$ cat src/lfalu_pkg.sv
// Package for the literal and file ALU datapath: operation codes, widths, carriers
`default_nettype none

package lfalu_pkg;

  // ----------------------------------------------------------------
  // Widths and ranges
  // ----------------------------------------------------------------
  localparam int unsigned DATA_W    = 8;      // Accumulator and file width
  localparam int unsigned PTR_W     = 16;     // Indirect pointer width
  localparam int unsigned PLIT_W    = 6;      // Signed pointer literal width
  localparam int unsigned FADDR_W   = 7;      // File address width
  localparam int unsigned DC_BIT    = 4;      // Nibble boundary for digit carry
  localparam int unsigned NUM_PTR   = 2;      // Pointers 0 and 1

  // ----------------------------------------------------------------
  // Reset values
  // ----------------------------------------------------------------
  localparam logic [7:0]  ACC_RST   = 8'h00;
  localparam logic [15:0] PTR_RST   = 16'h0000;
  localparam logic        FLAG_RST  = 1'b0;

  // ----------------------------------------------------------------
  // Destination select encoding
  // ----------------------------------------------------------------
  localparam logic DEST_ACC  = 1'b0;          // Result to accumulator
  localparam logic DEST_FILE = 1'b1;          // Result back to file register

  // ----------------------------------------------------------------
  // Operations
  // ----------------------------------------------------------------
  typedef enum logic [2:0] {
    LFALU_OP_NONE                       = 3'b000,
    LFALU_OP_ADD_LITERAL_TO_POINTER     = 3'b001,
    LFALU_OP_AND_LITERAL_ACCUMULATOR    = 3'b010,
    LFALU_OP_ADD_LITERAL_ACCUMULATOR    = 3'b011,
    LFALU_OP_AND_ACCUMULATOR_FILE       = 3'b100,
    LFALU_OP_ADD_ACCUMULATOR_FILE       = 3'b101,
    LFALU_OP_ARITH_SHIFT_RIGHT_FILE     = 3'b110,
    LFALU_OP_ADD_ACCUMULATOR_FILE_CARRY = 3'b111
  } lfalu_op_t;

  // ----------------------------------------------------------------
  // Carriers
  // ----------------------------------------------------------------
  typedef struct packed {
    lfalu_op_t   op;         // Operation to execute
    logic [7:0]  literal;    // Immediate; low six bits for pointer add
    logic        ptr_sel;    // Pointer index 0 or 1
    logic [6:0]  file_addr;  // File register address
    logic        dest;       // Destination select
  } lfalu_instr_t;

  typedef struct packed {
    logic        carry;          // Carry out of bit 7
    logic        digit_carry;    // Carry out of bit 3
    logic        zero;           // Result was zero
  } lfalu_flags_t;

  typedef struct packed {
    logic        we;         // One-cycle write strobe
    logic [6:0]  addr;       // File address written
    logic [7:0]  data;       // Data written
  } lfalu_fwr_t;

endpackage : lfalu_pkg

`default_nettype wire

$ cat src/lfalu_core.sv
// Execution datapath for literal, file and pointer arithmetic instructions
//
// Functional notes
// - Pointer add sign-extends six-bit literal, selects pointer
// - Pointer sum wraps modulo 65536
// - AND literal into accumulator, zero flag only
// - Add literal into accumulator, carry/digit/zero flags
// - AND accumulator with file, zero flag only
// - Destination bit picks accumulator or file
// - Add accumulator and file, route, three flags
// - Shift right; bit zero goes to carry
// - Shift keeps sign bit; result routed
// - Add with carry, routed, three flags
`timescale 1ns/100ps
`default_nettype none

module lfalu_core (
  input  wire logic                    clk_sys,
  input  wire logic                    sys_rst,
  input  wire logic                    instr_valid,
  input  wire lfalu_pkg::lfalu_instr_t instr,
  input  wire logic [7:0]              file_rdata,
  output var  logic [7:0]              acc,
  output var  lfalu_pkg::lfalu_flags_t flags,
  output var  logic [15:0]             indirect_pointer_0,
  output var  logic [15:0]             indirect_pointer_1,
  output var  lfalu_pkg::lfalu_fwr_t   file_wr
);

  // ----------------------------------------------------------------
  // Helper functions
  // ----------------------------------------------------------------

  // Nine-bit sum; bit 8 is carry out of bit 7
  function automatic logic [8:0] lfalu_add8(input logic [7:0] a, input logic [7:0] b,
                                            input logic cin);
    lfalu_add8 = {1'b0, a} + {1'b0, b} + {8'h00, cin};
  endfunction : lfalu_add8

  // Carry out of bit 3, from the low nibbles alone
  function automatic logic lfalu_dc(input logic [7:0] a, input logic [7:0] b,
                                    input logic cin);
    logic [4:0] s;
    s = {1'b0, a[3:0]} + {1'b0, b[3:0]} + {4'h0, cin};
    lfalu_dc = s[lfalu_pkg::DC_BIT];
  endfunction : lfalu_dc

  // ----------------------------------------------------------------
  // State
  // ----------------------------------------------------------------
  logic [7:0]              acc_q,   acc_d;    // Accumulator
  lfalu_pkg::lfalu_flags_t flags_q, flags_d;  // Status flags
  logic [15:0]             ptr0_q,  ptr0_d;   // Indirect pointer 0 (high:low bytes)
  logic [15:0]             ptr1_q,  ptr1_d;   // Indirect pointer 1
  lfalu_pkg::lfalu_fwr_t   fwr_q,   fwr_d;    // Registered file write-back

  // ----------------------------------------------------------------
  // Operand decode
  // ----------------------------------------------------------------
  wire lfalu_pkg::lfalu_op_t op = instr_valid ? instr.op : lfalu_pkg::LFALU_OP_NONE;

  // Literal ops use the immediate; file ops use the read data
  wire logic       use_lit  = (op == lfalu_pkg::LFALU_OP_AND_LITERAL_ACCUMULATOR) ||
                              (op == lfalu_pkg::LFALU_OP_ADD_LITERAL_ACCUMULATOR);
  wire logic [7:0] operand  = use_lit ? instr.literal : file_rdata;
  wire logic       cin      = (op == lfalu_pkg::LFALU_OP_ADD_ACCUMULATOR_FILE_CARRY)
                              ? flags_q.carry : 1'b0;

  // ----------------------------------------------------------------
  // Arithmetic
  // ----------------------------------------------------------------
  wire logic [8:0] sum      = lfalu_add8(acc_q, operand, cin);
  wire logic       dc_out   = lfalu_dc(acc_q, operand, cin);
  wire logic [7:0] and_res  = acc_q & operand;
  // Sign bit stays, bits 7..1 drop by one
  wire logic [7:0] asr_res  = {file_rdata[7], file_rdata[7:1]};

  // Sign extension of the six-bit pointer literal; 16-bit add drops overflow
  wire logic [15:0] plit_ext = {{10{instr.literal[5]}}, instr.literal[5:0]};
  wire logic [15:0] ptr_cur  = instr.ptr_sel ? ptr1_q : ptr0_q;
  wire logic [15:0] ptr_sum  = ptr_cur + plit_ext;

  // ----------------------------------------------------------------
  // Result selection
  // ----------------------------------------------------------------
  logic [7:0] result;
  logic       upd_c;     // Carry updated
  logic       upd_dc;    // Digit carry updated
  logic       upd_z;     // Zero updated
  logic       c_val;     // New carry value
  logic       file_op;   // Operation obeys the destination bit

  always_comb begin
    result  = sum[7:0];
    upd_c   = 1'b0;
    upd_dc  = 1'b0;
    upd_z   = 1'b0;
    c_val   = sum[8];
    file_op = 1'b0;
    unique case (op)
      lfalu_pkg::LFALU_OP_NONE: begin
        result = acc_q;
      end
      lfalu_pkg::LFALU_OP_ADD_LITERAL_TO_POINTER: begin
        result = acc_q;  // No flag touched
      end
      lfalu_pkg::LFALU_OP_AND_LITERAL_ACCUMULATOR: begin
        result = and_res;
        upd_z  = 1'b1;
      end
      lfalu_pkg::LFALU_OP_ADD_LITERAL_ACCUMULATOR: begin
        upd_c  = 1'b1;
        upd_dc = 1'b1;
        upd_z  = 1'b1;
      end
      lfalu_pkg::LFALU_OP_AND_ACCUMULATOR_FILE: begin
        result  = and_res;
        upd_z   = 1'b1;
        file_op = 1'b1;
      end
      lfalu_pkg::LFALU_OP_ADD_ACCUMULATOR_FILE,
      lfalu_pkg::LFALU_OP_ADD_ACCUMULATOR_FILE_CARRY: begin
        upd_c   = 1'b1;
        upd_dc  = 1'b1;
        upd_z   = 1'b1;
        file_op = 1'b1;
      end
      lfalu_pkg::LFALU_OP_ARITH_SHIFT_RIGHT_FILE: begin
        result  = asr_res;
        c_val   = file_rdata[0];
        upd_c   = 1'b1;
        upd_z   = 1'b1;
        file_op = 1'b1;
      end
    endcase
  end

  // AND/add literal ops always land in the accumulator; pointer add writes neither; file ops follow dest
  wire logic to_file = file_op && (instr.dest == lfalu_pkg::DEST_FILE);
  wire logic to_acc  = (op != lfalu_pkg::LFALU_OP_NONE) &&
                       (op != lfalu_pkg::LFALU_OP_ADD_LITERAL_TO_POINTER) && !to_file;

  // ----------------------------------------------------------------
  // Next-state values
  // ----------------------------------------------------------------
  always_comb begin
    acc_d               = to_acc ? result : acc_q;
    flags_d.carry       = upd_c  ? c_val  : flags_q.carry;
    flags_d.digit_carry = upd_dc ? dc_out : flags_q.digit_carry;
    flags_d.zero        = upd_z  ? (result == 8'h00) : flags_q.zero;
    ptr0_d = ptr0_q;
    ptr1_d = ptr1_q;
    if (op == lfalu_pkg::LFALU_OP_ADD_LITERAL_TO_POINTER) begin
      if (instr.ptr_sel) begin
        ptr1_d = ptr_sum;
      end else begin
        ptr0_d = ptr_sum;
      end
    end
    fwr_d.we   = to_file;
    fwr_d.addr = instr.file_addr;
    fwr_d.data = result;
  end

  // ----------------------------------------------------------------
  // Registers; the write strobe is one cycle wide, so the file port
  // sees each result exactly once even under back-to-back issue
  // ----------------------------------------------------------------
  always_ff @(posedge clk_sys or posedge sys_rst) begin
    if (sys_rst) begin
      acc_q   <= lfalu_pkg::ACC_RST;
      flags_q <= '{lfalu_pkg::FLAG_RST, lfalu_pkg::FLAG_RST, lfalu_pkg::FLAG_RST};
      ptr0_q  <= lfalu_pkg::PTR_RST;
      ptr1_q  <= lfalu_pkg::PTR_RST;
      fwr_q   <= '0;
    end else begin
      acc_q   <= acc_d;
      flags_q <= flags_d;
      ptr0_q  <= ptr0_d;
      ptr1_q  <= ptr1_d;
      fwr_q   <= fwr_d;
    end
  end

  assign acc                = acc_q;
  assign flags              = flags_q;
  assign indirect_pointer_0 = ptr0_q;
  assign indirect_pointer_1 = ptr1_q;
  assign file_wr            = fwr_q;

  // ----------------------------------------------------------------
  // Assertions
  // ----------------------------------------------------------------
  a_ptr_wrap_add: assert property (@(posedge clk_sys) disable iff (sys_rst)
    (op == lfalu_pkg::LFALU_OP_ADD_LITERAL_TO_POINTER && !instr.ptr_sel) |=>
      ptr0_q == 16'($past(ptr0_q) + {{10{$past(instr.literal[5])}}, $past(instr.literal[5:0])}))
    else $error("pointer 0 add wrong");

  a_ptr_flags_kept: assert property (@(posedge clk_sys) disable iff (sys_rst)
    (op == lfalu_pkg::LFALU_OP_ADD_LITERAL_TO_POINTER) |=> $stable(flags_q) && $stable(acc_q))
    else $error("pointer add changed flags");

  a_andlit_result: assert property (@(posedge clk_sys) disable iff (sys_rst)
    (op == lfalu_pkg::LFALU_OP_AND_LITERAL_ACCUMULATOR) |=>
      acc_q == ($past(acc_q) & $past(instr.literal)) && $stable(flags_q.carry)
      && flags_q.zero == (acc_q == 8'h00))
    else $error("and literal wrong");

  a_addlit_carry: assert property (@(posedge clk_sys) disable iff (sys_rst)
    (op == lfalu_pkg::LFALU_OP_ADD_LITERAL_ACCUMULATOR) |=>
      {flags_q.carry, acc_q} == {1'b0, $past(acc_q)} + {1'b0, $past(instr.literal)})
    else $error("add literal wrong");

  a_andfile_zero: assert property (@(posedge clk_sys) disable iff (sys_rst)
    (op == lfalu_pkg::LFALU_OP_AND_ACCUMULATOR_FILE) |=>
      flags_q.zero == (($past(acc_q) & $past(file_rdata)) == 8'h00)
      && $stable(flags_q.digit_carry))
    else $error("and file zero wrong");

  a_dest_file: assert property (@(posedge clk_sys) disable iff (sys_rst)
    (file_op && instr.dest == lfalu_pkg::DEST_FILE) |=>
      file_wr.we && $stable(acc_q) && file_wr.addr == $past(instr.file_addr))
    else $error("file destination not honoured");

  a_addf_digit: assert property (@(posedge clk_sys) disable iff (sys_rst)
    (op == lfalu_pkg::LFALU_OP_ADD_ACCUMULATOR_FILE) |=>
      flags_q.digit_carry ==
        (({1'b0, $past(acc_q[3:0])} + {1'b0, $past(file_rdata[3:0])}) > 5'h0f))
    else $error("digit carry wrong");

  a_asr_shift: assert property (@(posedge clk_sys) disable iff (sys_rst)
    (op == lfalu_pkg::LFALU_OP_ARITH_SHIFT_RIGHT_FILE && instr.dest == lfalu_pkg::DEST_ACC) |=>
      acc_q[7] == $past(file_rdata[7]) && acc_q[6:0] == $past(file_rdata[7:1])
      && flags_q.carry == $past(file_rdata[0]) && !file_wr.we)
    else $error("shift wrong");

  a_addc_carry: assert property (@(posedge clk_sys) disable iff (sys_rst)
    (op == lfalu_pkg::LFALU_OP_ADD_ACCUMULATOR_FILE_CARRY
     && instr.dest == lfalu_pkg::DEST_FILE) |=>
      {flags_q.carry, file_wr.data} ==
        {1'b0, $past(acc_q)} + {1'b0, $past(file_rdata)} + {8'h00, $past(flags_q.carry)})
    else $error("add with carry wrong");

endmodule : lfalu_core

`default_nettype wire

$ cat config.mk
export PLATFORM = sky130hd
export DESIGN_NAME = lfalu_core
export DESIGN_NICKNAME = d
export VERILOG_FILES = /design/src/lfalu_pkg.sv /design/src/lfalu_core.sv
export SDC_FILE = /design/constraint.sdc
export NUM_CORES = 1
export LEC_CHECK = 0
export BUFFER_PORTS_ARGS = -buffer_cell sky130_fd_sc_hd__buf_4
export CORE_MARGIN = 2
export CORE_UTILIZATION = 40
export CTS_BUF_LIST = sky130_fd_sc_hd__clkbuf_4
export DETAILED_ROUTE_END_ITERATION = 7
export PLACE_DENSITY = 0.6
export SLEW_MARGIN = 30
export SYNTH_ARGS = -nofsm -noshare
export SYNTH_HDL_FRONTEND = slang
export SYNTH_SLANG_ARGS = --single-unit
$ cat constraint.sdc
create_clock -name clk_sys -period 6.8 [get_ports clk_sys]
set_input_delay 0.68 -clock clk_sys [delete_from_list [all_inputs] [get_ports clk_sys]]
set_output_delay 0.68 -clock clk_sys [all_outputs]
set_load 0.02 [all_outputs]
; Word level (Yosys, flattened, before mapping)
; Cells that the tools add are included.
[totals]
ff_bits = 59
latchBits = 0
mem_bits_rw = 0
rom_bits = 0
in_bits = 31
output_inout_bits = 59
elab_cells = 50
mem_count = 0
[op_classes]
addsub = 5
multipliers = 0
n_div = 0
magnitude_cmp = 0
eq_ne = 8
n_shift = 0
muxes = 10
n_bitwise = 2
n_reduce_logical = 16
[op_table]
columns = cell, count
row1 = $pmux W8 S3, 1
row2 = $add A16 B16 Y16, 1
row3 = $mux W16, 1
row4 = $eq A3 B3 Y1 const B, 4
row5 = $add A8 B8 Y9, 1
row6 = $add A9 B1 Y9, 1
row7 = $and A8 B8 Y8, 1
row8 = $logic_not A8 Y1, 1
row9 = $mux W8, 1
row10 = $reduce_or A4 Y1, 2
row11 = $eq A3 B2 Y1 const B, 2
row12 = $mux W1, 6
row13 = $reduce_or A6 Y1, 1
row14 = $add A4 B4 Y5, 1
row15 = $add A5 B1 Y5, 1
row16 = $reduce_and A2 Y1, 2
row17 = $reduce_or A2 Y1, 2
row18 = $eq A3 B1 Y1 const B, 1
row19 = $logic_and A1 B1 Y1, 3
row20 = $logic_not A3 Y1, 1
row21 = $mux W3, 1
row22 = $ne A3 B1 Y1 const B, 1
row23 = $reduce_bool A3 Y1, 1
row24 = $reduce_or A3 Y1, 1
row25 = 3 further kinds, 3

; Depth between registers and ports, before layout
; Gate-level depths: netlist of the first run.
[logic_depth]
ltp_word = 8
depth_mapped = 13
depth_no_buf = 12

; Worst setup path before layout of the first run
; Ideal clock, no wire load.
[synth_timing]
kind = input to register
startpoint = input instr_valid
endpoint = register flags_q, in the netlist flags[0]
setup_time_ps = 103
arrival_time_ps = 3513
t_required_ps = 6697
path_slack_ps = 3184
path_stages = 12
path_buffers = 1
cell_sequence = clkbuf_1 -> nand3b_1 -> mux2_2 -> inv_1 -> fa_1 -> fa_1 -> nor2b_1 -> o31a_1 -> a211oi_1 -> nand2b_1 -> or4_1 -> o41ai_2
[synth_via]
elab_chain_len = 8
elab_cells_between_ends = 21
cone_classes = add/sub: 2 / eq/ne: 7 / mux: 5 / bitwise: 1 / reduce/logical: 6
[synth_lines]
columns = element, line
row1 = "start, declared", lfalu_core.sv:20  ; input wire logic instr_valid,
row2 = $mux W3 *, lfalu_core.sv:60  ; wire lfalu_pkg::lfalu_op_t op = instr_valid ? instr.op : lfalu_pkg::LFALU_OP_NONE;
row3 = "$eq A3 B2 Y1, on equally long branches", "lfalu_core.sv:63, lfalu_core.sv:100, lfalu_core.sv:64"
row4 = $logic_or A1 B1 Y1, lfalu_core.sv:63  ; wire logic use_lit = (op == lfalu_pkg::LFALU_OP_AND_LITERAL_ACCUMULATOR) ||
row5 = $mux W8, lfalu_core.sv:65  ; wire logic [7:0] operand = use_lit ? instr.literal : file_rdata;
row6 = $add A8 B8 Y9, lfalu_core.sv:37  ; lfalu_add8 = {1'b0, a} + {1'b0, b} + {8'h00, cin};
row7 = $add A9 B1 Y9, lfalu_core.sv:37
row8 = $pmux W8 S3 *, lfalu_core.sv:100  ; unique case (op)
row9 = named net result[4], lfalu_core.sv:86  ; logic [7:0] result;
row10 = $logic_not A8 Y1 *, lfalu_core.sv:150  ; flags_d.zero = upd_z ? (result == 8'h00) : flags_q.zero;
row11 = "end signal, assigned", lfalu_core.sv:172  ; flags_q <= '{lfalu_pkg::FLAG_RST, lfalu_pkg::FLAG_RST, lfalu_pkg::FLAG_RST};
row12 = "end signal, assigned", lfalu_core.sv:178  ; flags_q <= flags_d;
row13 = "end, declared", lfalu_core.sv:52  ; lfalu_pkg::lfalu_flags_t flags_q, flags_d;
; The timed path passes the listed nets; every way through them passes the cells marked *.
; A chain may end at the register's enable or synchronous reset.

; Final worst setup path of the first run
[layout_timing]
startpoint = input instr[19] (netlist name)
endpoint = register acc_q[6] (netlist: acc[6])
[layout_via]
elab_chain_len = 7
elab_cells_between_ends = 26
cone_classes = add/sub: 2 / eq/ne: 8 / mux: 5 / bitwise: 1 / reduce/logical: 10
[layout_lines]
columns = element, line
row1 = "start, declared", lfalu_core.sv:21  ; input wire lfalu_pkg::lfalu_instr_t instr,
row2 = $mux W3 *, lfalu_core.sv:60
row3 = "$eq A3 B2 Y1, on equally long branches", "lfalu_core.sv:63, lfalu_core.sv:100, lfalu_core.sv:64"
row4 = $logic_or A1 B1 Y1, lfalu_core.sv:63
row5 = $mux W8, lfalu_core.sv:65
row6 = $add A8 B8 Y9, lfalu_core.sv:37
row7 = $add A9 B1 Y9, lfalu_core.sv:37
row8 = $pmux W8 S3 *, lfalu_core.sv:100
row9 = named net result[6], lfalu_core.sv:86
row10 = "end signal, assigned", lfalu_core.sv:171  ; acc_q <= lfalu_pkg::ACC_RST;
row11 = "end, declared", lfalu_core.sv:51  ; logic [7:0] acc_q, acc_d;
; Marked as above.

==> results of run 1 <==
==> cells by family after synthesis <==
family	count (synthesis)	share of synthesized area, %
AO/OA/AOI/OAI	97	17.6
XOR/XNOR	12	2.81
adder cells (fa/ha/maj)	26	9.31
buffers and inverters	27	3.28
flip-flops	59	39.5
multiplexers	40	11.9
AND/OR/NAND/NOR	125	15.5
==> power groups by stage <==
stage	Clock, mW	Combinational (mW)	Sequential (mW)
4_1_cts	0.265	1.15	0.596
3_3_place_gp	0	1.13	0.601
6_report	0.252	1.14	0.595
5_1_grt	0.274	1.26	0.617
3_5_place_dp	0	1.14	0.602
2_1_floorplan	0	0.607	0.746
==> cells in the mapped netlist, drive strengths merged, types with 2 or more instances <==
library cell  instances  area (um2)
nand2                61         229
dfrtp                59        1480
mux2                 36         405
ha                   23         288
o21ai                23         115
nor2                 20        77.6
a21oi                16        80.1
inv                  13        48.8
nor3                 10        50.1
xnor2                10        87.6
clkbuf                8        30.0
o21a                  8        60.1
a21o                  7        52.6
a31oi                 6        43.8
buf                   6        43.8
nand2b                6        37.5
a211oi                5        37.5
and2                  5        33.8
a211o                 4        35.0
a21boi                4        30.0
mux2i                 4        40.0
nand3                 4        20.0
nand4                 4        25.0
nor2b                 4        25.0
o211ai                4        30.0
o31ai                 4        30.0
a221oi                3        26.3
fa                    3        60.1
a31o                  2        17.5
and3                  2        12.5
nand3b                2        15.0
o21bai                2        15.0
o311ai                2        17.5
or4                   2        15.0
xor2                  2        17.5
==> worst register-to-register path, cell delays in order (launching register included) <==
cell and delay (ps):
dfrtp_1 490, inv_1 100, fa_1 470, fa_1 420, nor2b_1 180, o31a_1 160
o21a_1 160, nor3_1 60, o21ai_0 150, a21boi_0 440, mux2_2 240
==> area by class of cell <==
class                           count  area, um2
Clock buffer                       10       75.1
Clock inverter                      6       56.3
Fill cell                         876       4530
Inverter                           13       48.8
Multi-Input combinational cell    300       2150
Sequential cell                    59       1480
Tap cell                          111        139
Timing Repair Buffer               90        676
==> registers in the layout (all words and copies together), names as in the netlist <==
signal and flops:
file_wr 16, indirect_pointer_0 16, indirect_pointer_1 16, flags 3, acc 8
==> worst min path at each step <==
stage                                  startpoint                            endpoint  cells past startpoint  slack [ps]
6_report                                 instr[3]               file_wr[10]$_DFF_PP0_                      1         370
5_1_grt                                  instr[3]               file_wr[10]$_DFF_PP0_                      1         330
2_1_floorplan  indirect_pointer_1[15]$_DFFE_PP0P_  indirect_pointer_1[15]$_DFFE_PP0P_                      1         580
3_3_place_gp   indirect_pointer_0[15]$_DFFE_PP0P_  indirect_pointer_0[15]$_DFFE_PP0P_                      1         460
3_5_place_dp   indirect_pointer_0[15]$_DFFE_PP0P_  indirect_pointer_0[15]$_DFFE_PP0P_                      1         470
4_1_cts                                  instr[4]               file_wr[11]$_DFF_PP0_                      1         340
==> through the flow <==
stage	cell area (um2)	total power, mW	util (%)	setup WS, ps	hold WS, ps
global route	4620	2.15	50.5	3070	328
CTS	4620	2.01	50.5	3310	341
detailed placement	4490	1.74	49.1	2880	467
finish	4620	1.99	50.5	3260	370
global placement	4490	1.73	49.1	2970	462
floorplan	3730	1.35	-	3180	581
==> metal layers <==
layer / vias up / wire (um)
met5: - / 0
met2: 100 / 4550
li1: 1573 / -
met1: 1551 / 4740
met4: 0 / 250
met3: 26 / 494
==> results.ini, run 1 <==
[synth]
synthFlopType = dfrtp_1
syn_area_um2 = 3730
synth_cell_types = 55
synthesis.nets = 443
synth_warnings = 0
synth_seq_cells = 59
netlist_instances = 386
synth-seq-area-share_pct = 39.5
synth_edf_count = 0
syn_avg_cell_area_um2 = 9.68
synthArstFlopShare_pct = 100

[critical_path]
path_delay_family = compound AO/OA/AOI/OAI gates
worstSetupPathDepth = 13
crit_path_end = acc[6]$_DFFE_PP0P_
cp_max_fo = 12
criticalPathCategory = in -> reg
path_buf_inv = 2
worstPathCellList = buf_4, nand3b_1, mux2_2, inv_1, fa_1, fa_1, nor2b_1, o31a_1, o21a_1, nor3_1, o21ai_0, a21boi_0, mux2_2
max_stage_delay_ps = 440
crit_start = instr[19]
r2r_start = acc[0]$_DFFE_PP0P_
critPathSlowestCell = a21boi_0
cp.required_ps = 7150
worstReg2RegEnd = acc[6]$_DFFE_PP0P_
setup.worst_path.end_class = register
r2r_cells = 10
crit_arrival_ps = 3900
cp-start-kind = primary input
r2r_setup_slack_ps = 3890

[clocking]
insertion_delay_ps = 410
path_clk_slew_ps = 110
cts_made_buffers = 9
cts_resized = 0
clockBufferDepth = 2
cts.sinks = 59
root_buffer = clkbuf_4
h-tree-depth = 3
post_cts_buffers = 0
cts_tree = built
cts_hold_buf = 0

[layout]
drive_above_1_share_pct = 31.2
stdcell_count = 589
layout_common_cells = buf_4, nand2_1, dfrtp_1
fin_nets = 530
diodes = 0
syn_to_final_growth_pct = 23.8
layout_commonest_cell = buf_4

[floorplan]
fp.dieW_um = 101
rows = 35
core-area_um2 = 9150
ioPinCount = 90
initial_core_util_pct = 40.8
die-area_um2 = 10100
dieHeight_um = 101

[route]
vias = 3250
ant_nets = 0
totalWireLength_mm = 10.0
drtIter0Drc = 149
viasPerCell = 5.52
drc_errors = 0
wl_per_cell_um = 17.0
drtPass1Iterations = 4

[power_and_ir_drop]
switchingPower_uw = 881
switching_share_pct = 44.3
p_int_mw = 1.11
p_per_area_nw_per_um2 = 431
cellLeakagePower_nw = 2.22
power_frac_seq_pct = 29.9
comb_power_share_pct = 57.4
irDropWorstVdd_mv = 0.221
clockPowerShare_pct = 12.6

[timing]
post-route-period-util_pct = 52.1
finalSetupTns_ps = 0
drv_slew = 0
final-setup-viol-count = 0
rsz0062_at_grt = false
max_freq_mhz = 282
skew_ps = 16.3
slew_headroom_pct = 37.7
hold_viol_final = 0
period_minus_slack_ps = 3540
tightest_slew_ps = 931

[status]
status = completed

[place]
portBuffers = 89
routabilityCongestion = 0.887
hpwl_mm = 7.30
dp.cells = 573

[global_route]
grtUsageMet3_pct = 4.65
use_met1_pct = 29.9
grt_pass1_vias = 3280
antenna_found_initial = 0
grt_busiest_layer = met2
grtUsageMet2_pct = 32.4
grt.total_usage_pct = 21.3
grt_pass1_wl_mm = 16.7
grt_max_degree = 60
grt_overflow_total = 0

[min_path]
worstHoldPathType = in -> reg

[flow_run]
maxCapViolations = 0

Note: power is estimated with default switching activity, not from simulation.
==> inputs of run 2 (changes only) <==
--- a/config.mk
+++ b/config.mk
@@ -10,7 +10,7 @@
 export CORE_UTILIZATION = 40
 export CTS_BUF_LIST = sky130_fd_sc_hd__clkbuf_4
 export DETAILED_ROUTE_END_ITERATION = 7
-export PLACE_DENSITY = 0.6
+export PLACE_DENSITY = 0.62
 export SLEW_MARGIN = 30
 export SYNTH_ARGS = -nofsm -noshare
 export SYNTH_HDL_FRONTEND = slang
==> constraint.sdc (replaced) <==
create_clock -name clk_sys -period 3.1 [get_ports clk_sys]
set_input_delay 0.31 -clock clk_sys [delete_from_list [all_inputs] [get_ports clk_sys]]
set_output_delay 0.31 -clock clk_sys [all_outputs]
set_load 0.02 [all_outputs]
==> results.ini, run 2 (synthesis results as in run 1) <==
[clocking]
post_cts_buffers = 0  ; unchanged
h-tree-depth = 3  ; unchanged
cts_made_buffers = 9  ; unchanged
clockBufferDepth = 2  ; unchanged
root_buffer = clkbuf_4
cts_tree = built
insertion_delay_ps = 400  ; about the same
cts.sinks = 59  ; unchanged
path_clk_slew_ps = 100  ; about the same

[route]
drtIter0Drc = 165  ; +11%
vias = 3299  ; +1.5%
wl_per_cell_um = 16.8  ; -1.5%
viasPerCell = 5.42  ; -1.8%
drc_errors = 0  ; unchanged
drtPass1Iterations = 4  ; unchanged
totalWireLength_mm = 10.2  ; +1.8%
ant_nets = 0  ; unchanged

[timing]
max_freq_mhz = 351
period_minus_slack_ps = 2850
slew_headroom_pct = 42.8  ; +5.1 points
hold_viol_final = 0  ; unchanged
skew_ps = 18.9  ; +2.58 ps
finalSetupTns_ps = 0  ; unchanged
drv_slew = 0  ; unchanged
final-setup-viol-count = 0  ; unchanged
rsz0062_at_grt = false
tightest_slew_ps = 852  ; -79.2 ps
post-route-period-util_pct = 91.8

[critical_path]
cp_max_fo = 3  ; -9
r2r_setup_slack_ps = 250  ; -3640 ps
path_buf_inv = 1  ; -1
path_delay_family = compound AO/OA/AOI/OAI gates
cp-start-kind = register
critPathSlowestCell = a211oi_1
cpMostUsedCell = o21a_1
r2r_start = indirect_pointer_1[0]$_DFFE_PP0P_
max_stage_delay_ps = 450  ; about the same
worstPathCellList = mux2_2, ha_1, inv_1, fa_1, nor2b_1, o21a_1, o21ai_0, a211oi_1, o21a_1, mux2i_1, a31oi_1
r2r_cells = 11  ; +1
criticalPathCategory = reg -> reg
setup.worst_path.end_class = register
worstReg2RegEnd = indirect_pointer_1[12]$_DFFE_PP0P_
crit_arrival_ps = 3130  ; -770 ps
cp.required_ps = 3380  ; -3770 ps

[layout]
drive_above_1_share_pct = 32.5  ; +1.4 points
fillerInstances = 826  ; -5.7%
post-route-util_pct = 52.4  ; +1.9 points
layout_commonest_cell = buf_4
syn_to_final_growth_pct = 28.4
diodes = 0  ; unchanged
fin_nets = 551  ; +4.0%
layout_common_cells = buf_4, nand2_1, dfrtp_1

[floorplan]
core-area_um2 = 9150  ; unchanged
ioPinCount = 90  ; unchanged
initial_core_util_pct = 40.8  ; unchanged
rows = 35  ; unchanged
dieHeight_um = 101  ; unchanged
die-area_um2 = 10100  ; unchanged
fp.dieW_um = 101  ; unchanged

[power_and_ir_drop]
p_per_area_nw_per_um2 = 926  ; +120%
cellLeakagePower_nw = 2.31  ; +4.2%
irDropWorstVdd_mv = 0.464  ; +110%

[global_route]
use_met1_pct = 29.4  ; -0.54 points
grt_busiest_layer = met2
antenna_found_initial = 0  ; unchanged
grt_pass1_vias = 3264  ; -0.49%
grt_overflow_total = 0  ; unchanged
grtUsageMet2_pct = 32.7  ; +0.26 points
grtUsageMet3_pct = 3.33  ; -1.3 points
grt_pass1_wl_mm = 16.6  ; -0.83%
grt_max_degree = 35  ; -42%
grt.total_usage_pct = 20.9  ; -0.32 points

[place]
routabilityCongestion = 0.921  ; +3.8%
hpwl_mm = 7.55  ; +3.3%
portBuffers = 89  ; unchanged

[min_path]
worstHoldPathType = in -> reg
min_from = instr[6]
whs_path_depth = 1  ; unchanged
min_to = file_wr[13]$_DFF_PP0_

[status]
status = completed

[flow_run]
maxCapViolations = 0  ; unchanged

==> run 2: cell count changes in the layout (fill, tap and decap cells not counted) <==
cell	previous run	this run
o31ai_1	4	3
dlygate4sd3_1	0	7
clkinv_2	3	1
clkinv_1	1	2
clkinvlp_4	1	0
o31ai_4	0	1
clkbuf_4	10	11
buf_4	90	104
nor4_2	0	1
nor4_4	1	0
==> run 2: how the worst max path moves through the flow <==
stage / startpoint / end / slack (ps) / depth (start not counted)
6_report: indirect_pointer_1[0]$_DFFE_PP0P_ / indirect_pointer_1[12]$_DFFE_PP0P_ / 250 / 11
5_1_grt: indirect_pointer_0[0]$_DFFE_PP0P_ / indirect_pointer_0[12]$_DFFE_PP0P_ / 20 / 11
4_1_cts: indirect_pointer_0[1]$_DFFE_PP0P_ / indirect_pointer_1[15]$_DFFE_PP0P_ / 180 / 10
3_5_place_dp: instr[19] / flags[0]$_DFFE_PP0P_ / -50 / 12
3_3_place_gp: instr[19] / flags[0]$_DFFE_PP0P_ / 10 / 12
2_1_floorplan: instr[19] / flags[0]$_DFFE_PP0P_ / -110 / 12
==> run 2: area by class of cell <==
class / count / area, um2 / share of cell area (%)
inverters: 13 / 48.8 / 1.02
flip-flops and latches: 59 / 1480 / 30.8
well taps: 111 / 139 / 2.90
clock inverters: 4 / 42.5 / 0.887
multi-input cells: 300 / 2160 / 45.0
clock buffers: 11 / 82.6 / 1.72
repair buffers: 111 / 851 / 17.7
==> run 2: what timing repair did <==
action | in CTS | in global routing
setup endpoints to repair | 0 | 2
hold buffers | 7 | 0
resized for setup | 0 | 2
hold endpoints to repair | 31 | 0
==> run 2: where the power goes <==
| part | total, mW | switching [mW] | internal, mW | leakage [nW] |
|---|---|---|---|---|
| combinational | 2.59 | 1.41 | 1.18 | 1.52 |
| sequential | 1.32 | 0.253 | 1.06 | 0.726 |
| clock | 0.537 | 0.283 | 0.254 | 0.0718 |
| total | 4.44 | 1.94 | 2.50 | 2.31 |
==> run 2: per-layer routing <==
metal | share of wire [%] | up-vias | routed length (um)
met5 | 0 | - | 0
li1 | - | 1615 | -
met4 | 1.5 | 0 | 157
met2 | 47 | 99 | 4800
met3 | 4.6 | 13 | 467
met1 | 47 | 1572 | 4800
==> run 2: stage by stage <==
| step | instances | area [um2] | power, mW | setup WS, ps | hold WS, ps |
|---|---|---|---|---|---|
| 2_1_floorplan | 386 | 3740 | 2.97 | -105 | 341 |
| 3_3_place_gp | 587 | 4590 | 3.81 | 12.5 | 404 |
| 3_5_place_dp | 587 | 4590 | 3.87 | -46.2 | 405 |
| 4_1_cts | 609 | 4780 | 4.43 | 179 | 0.376 |
| 5_1_grt | 609 | 4800 | 4.79 | 24.7 | 3.55 |
| 6_report | 609 | 4800 | 4.44 | 254 | 19.2 |
==> inputs of run 3 (changes only) <==
--- a/config.mk
+++ b/config.mk
@@ -10,7 +10,8 @@
 export CORE_UTILIZATION = 40
 export CTS_BUF_LIST = sky130_fd_sc_hd__clkbuf_4
 export DETAILED_ROUTE_END_ITERATION = 7
-export PLACE_DENSITY = 0.62
+export GPL_TIMING_DRIVEN = 0
+export PLACE_DENSITY = 0.6
 export SLEW_MARGIN = 30
 export SYNTH_ARGS = -nofsm -noshare
 export SYNTH_HDL_FRONTEND = slang
==> constraint.sdc (replaced) <==
create_clock -name clk_sys -period 3.58 [get_ports clk_sys]
set_input_delay 0.358 -clock clk_sys [delete_from_list [all_inputs] [get_ports clk_sys]]
set_output_delay 0.358 -clock clk_sys [all_outputs]
set_load 0.02 [all_outputs]
==> results.ini, run 3 (synthesis results as in run 1) <==
[timing]
period_minus_slack_ps = 3330
hold_viol_final = 0  ; unchanged
post-route-period-util_pct = 93.0
max_freq_mhz = 300
final-setup-viol-count = 0  ; unchanged
slew_headroom_pct = 59.3  ; +16 points
rsz0062_at_grt = false
whs_ps = 48.5  ; +29.3 ps
skew_ps = 13.1  ; -5.74 ps
drv_slew = 0  ; unchanged
tightest_slew_ps = 610  ; -242 ps

[clocking]
clockBufferDepth = 2  ; unchanged
cts_made_buffers = 9  ; unchanged
insertion_delay_ps = 410  ; about the same
root_buffer = clkbuf_4
cts.sinks = 59  ; unchanged
cts_tree = built
h-tree-depth = 3  ; unchanged
path_clk_slew_ps = 110  ; about the same

[layout]
fin_nets = 545  ; -1.1%
layout_commonest_cell = buf_4
layout_common_cells = buf_4, nand2_1, dfrtp_1
final_area_um2 = 4730  ; -1.3%
drive_above_1_share_pct = 31.3  ; -1.2 points
post-route-util_pct = 51.7  ; -0.68 points
diodes = 0  ; unchanged
syn_to_final_growth_pct = 26.7

[route]
ant_nets = 0  ; unchanged
viasPerCell = 5.45  ; +0.60%
drtPass1Iterations = 6  ; +2
drtIter0Drc = 166  ; +0.61%
totalWireLength_mm = 10.0  ; -1.9%
drc_errors = 0  ; unchanged
vias = 3286  ; -0.39%
wl_per_cell_um = 16.6  ; -0.96%

[power_and_ir_drop]
p_int_mw = 2.17  ; -13%
switching_share_pct = 43.3  ; -0.41 points
cellLeakagePower_nw = 2.28  ; -1.6%
comb_power_share_pct = 56.3  ; -2.0 points
p_per_area_nw_per_um2 = 810  ; -13%
power_frac_seq_pct = 29.5  ; -0.2 points
switchingPower_mw = 1.66  ; -14%
irDropWorstVdd_mv = 0.362  ; -22%
p_total_mw = 3.84  ; -14%
clockPowerShare_pct = 14.2  ; +2.1 points

[min_path]
worstHoldPathType = in -> reg

[place]
routabilityCongestion = 0.822  ; -11%
hpwl_mm = 7.51  ; -0.46%
dpl-instance-area_um2 = 4560  ; -0.65%
portBuffers = 87  ; -2.2%

[critical_path]
cp_max_fo = 10  ; +7
cp.required_ps = 3890  ; +510 ps
crit_arrival_ps = 3640  ; +510 ps
criticalPathCategory = in -> reg
setup.worst_path.end_class = register
cp-start-kind = primary input

[floorplan]
rows = 35  ; unchanged
fp.dieW_um = 101  ; unchanged
ioPinCount = 90  ; unchanged
dieHeight_um = 101  ; unchanged
die-area_um2 = 10100  ; unchanged
core-area_um2 = 9150  ; unchanged
initial_core_util_pct = 40.8  ; unchanged

[global_route]
grt_pass1_vias = 3234  ; -0.92%
grt_max_degree = 45  ; +29%
antenna_found_initial = 0  ; unchanged
grt.total_usage_pct = 20.6  ; -0.34 points
grt_overflow_total = 0  ; unchanged
grt_pass1_wl_mm = 16.3  ; -1.8%

[status]
status = completed

[flow_run]
maxCapViolations = 0  ; unchanged

-- run 3: cell types whose count changed in the layout (fill, tap and decap cells not counted), sizes merged --
| cell | change |
|---|---|
| buf | -8 |
| bufinv | +1 |
| clkbuf | +6 |
| clkinvlp | +1 |
| dlygate4sd3 | -6 |
-- run 3: path summary, 6_finish.rpt --
path                                                         start                                  to  slack, ps  cells after the start
worst min register to register  indirect_pointer_0[15]$_DFFE_PP0P_  indirect_pointer_0[15]$_DFFE_PP0P_        480                      1
min in group asynchronous                                  sys_rst  indirect_pointer_1[14]$_DFFE_PP0P_        430                      3
worst max-delay path                                   instr_valid                flags[0]$_DFFE_PP0P_        250                     13
worst max register to register                  acc[0]$_DFFE_PP0P_                flags[0]$_DFFE_PP0P_        610                      9
max in group asynchronous                                  sys_rst   indirect_pointer_0[0]$_DFFE_PP0P_       2650                      4
worst min-delay path                                      instr[7]               file_wr[14]$_DFF_PP0_         50                      1
-- run 3: stage by stage --
stage | setup slack, ps | TNS, ps | cells
3_5_place_dp | -519 | -2690 | 585
6_report | 252 | 0 | 603
4_1_cts | 207 | 0 | 603
5_1_grt | 19.3 | 0 | 603
3_3_place_gp | -476 | -2730 | 584
2_1_floorplan | 286 | 0 | 386
-- run 3: layout make-up --
class	count	area (um2)
Fill cell	871	4420
Multi-Input combinational cell	300	2140
Sequential cell	59	1480
Timing Repair Buffer	91	706
Tap cell	111	139
Clock inverter	6	81.3
Buffer	14	76.3
Clock buffer	9	67.6
Inverter	13	51.3
-- run 3: power by group through the flow --
stage	Clock, mW	Combinational (mW)	Sequential, mW
final	0.545	2.16	1.13
after detailed placement	0	2.16	1.15
after CTS	0.560	2.17	1.14
after floorplan	0	1.15	1.42
after global routing	0.582	2.38	1.17
after global placement	0	2.12	1.14
-- run 3: worst max-delay path: stages --
cell and delay, ps:
buf_4 120, clkbuf_1 360, nand3b_1 190, mux2_2 280, inv_1 50, fa_1 430
fa_1 420, nor2b_1 180, o31a_1 180, a211oi_1 120, nand2b_1 200, or4_1 540
o41ai_2 220
-- run 3: per-layer routing --
layer	global-route usage, %	up-vias	wire, um	part of all wire [%]
met5	0	-	0	0
met4	5.80	0	120	1.2
met2	32.4	81	4750	47
li1	-	1606	-	-
met1	28.8	1587	4670	47
met3	4.23	12	482	4.8
-- run 3: repair_timing --
item                                   4_1_cts  5_1_grt
pin swaps                                    1        0
endpoints found under the hold margin       15        0
setup endpoints to repair                    2        1
hold buffers                                 1        0
cloned                                       0        0
buffers inserted                             2        0
resized for setup                            1        2
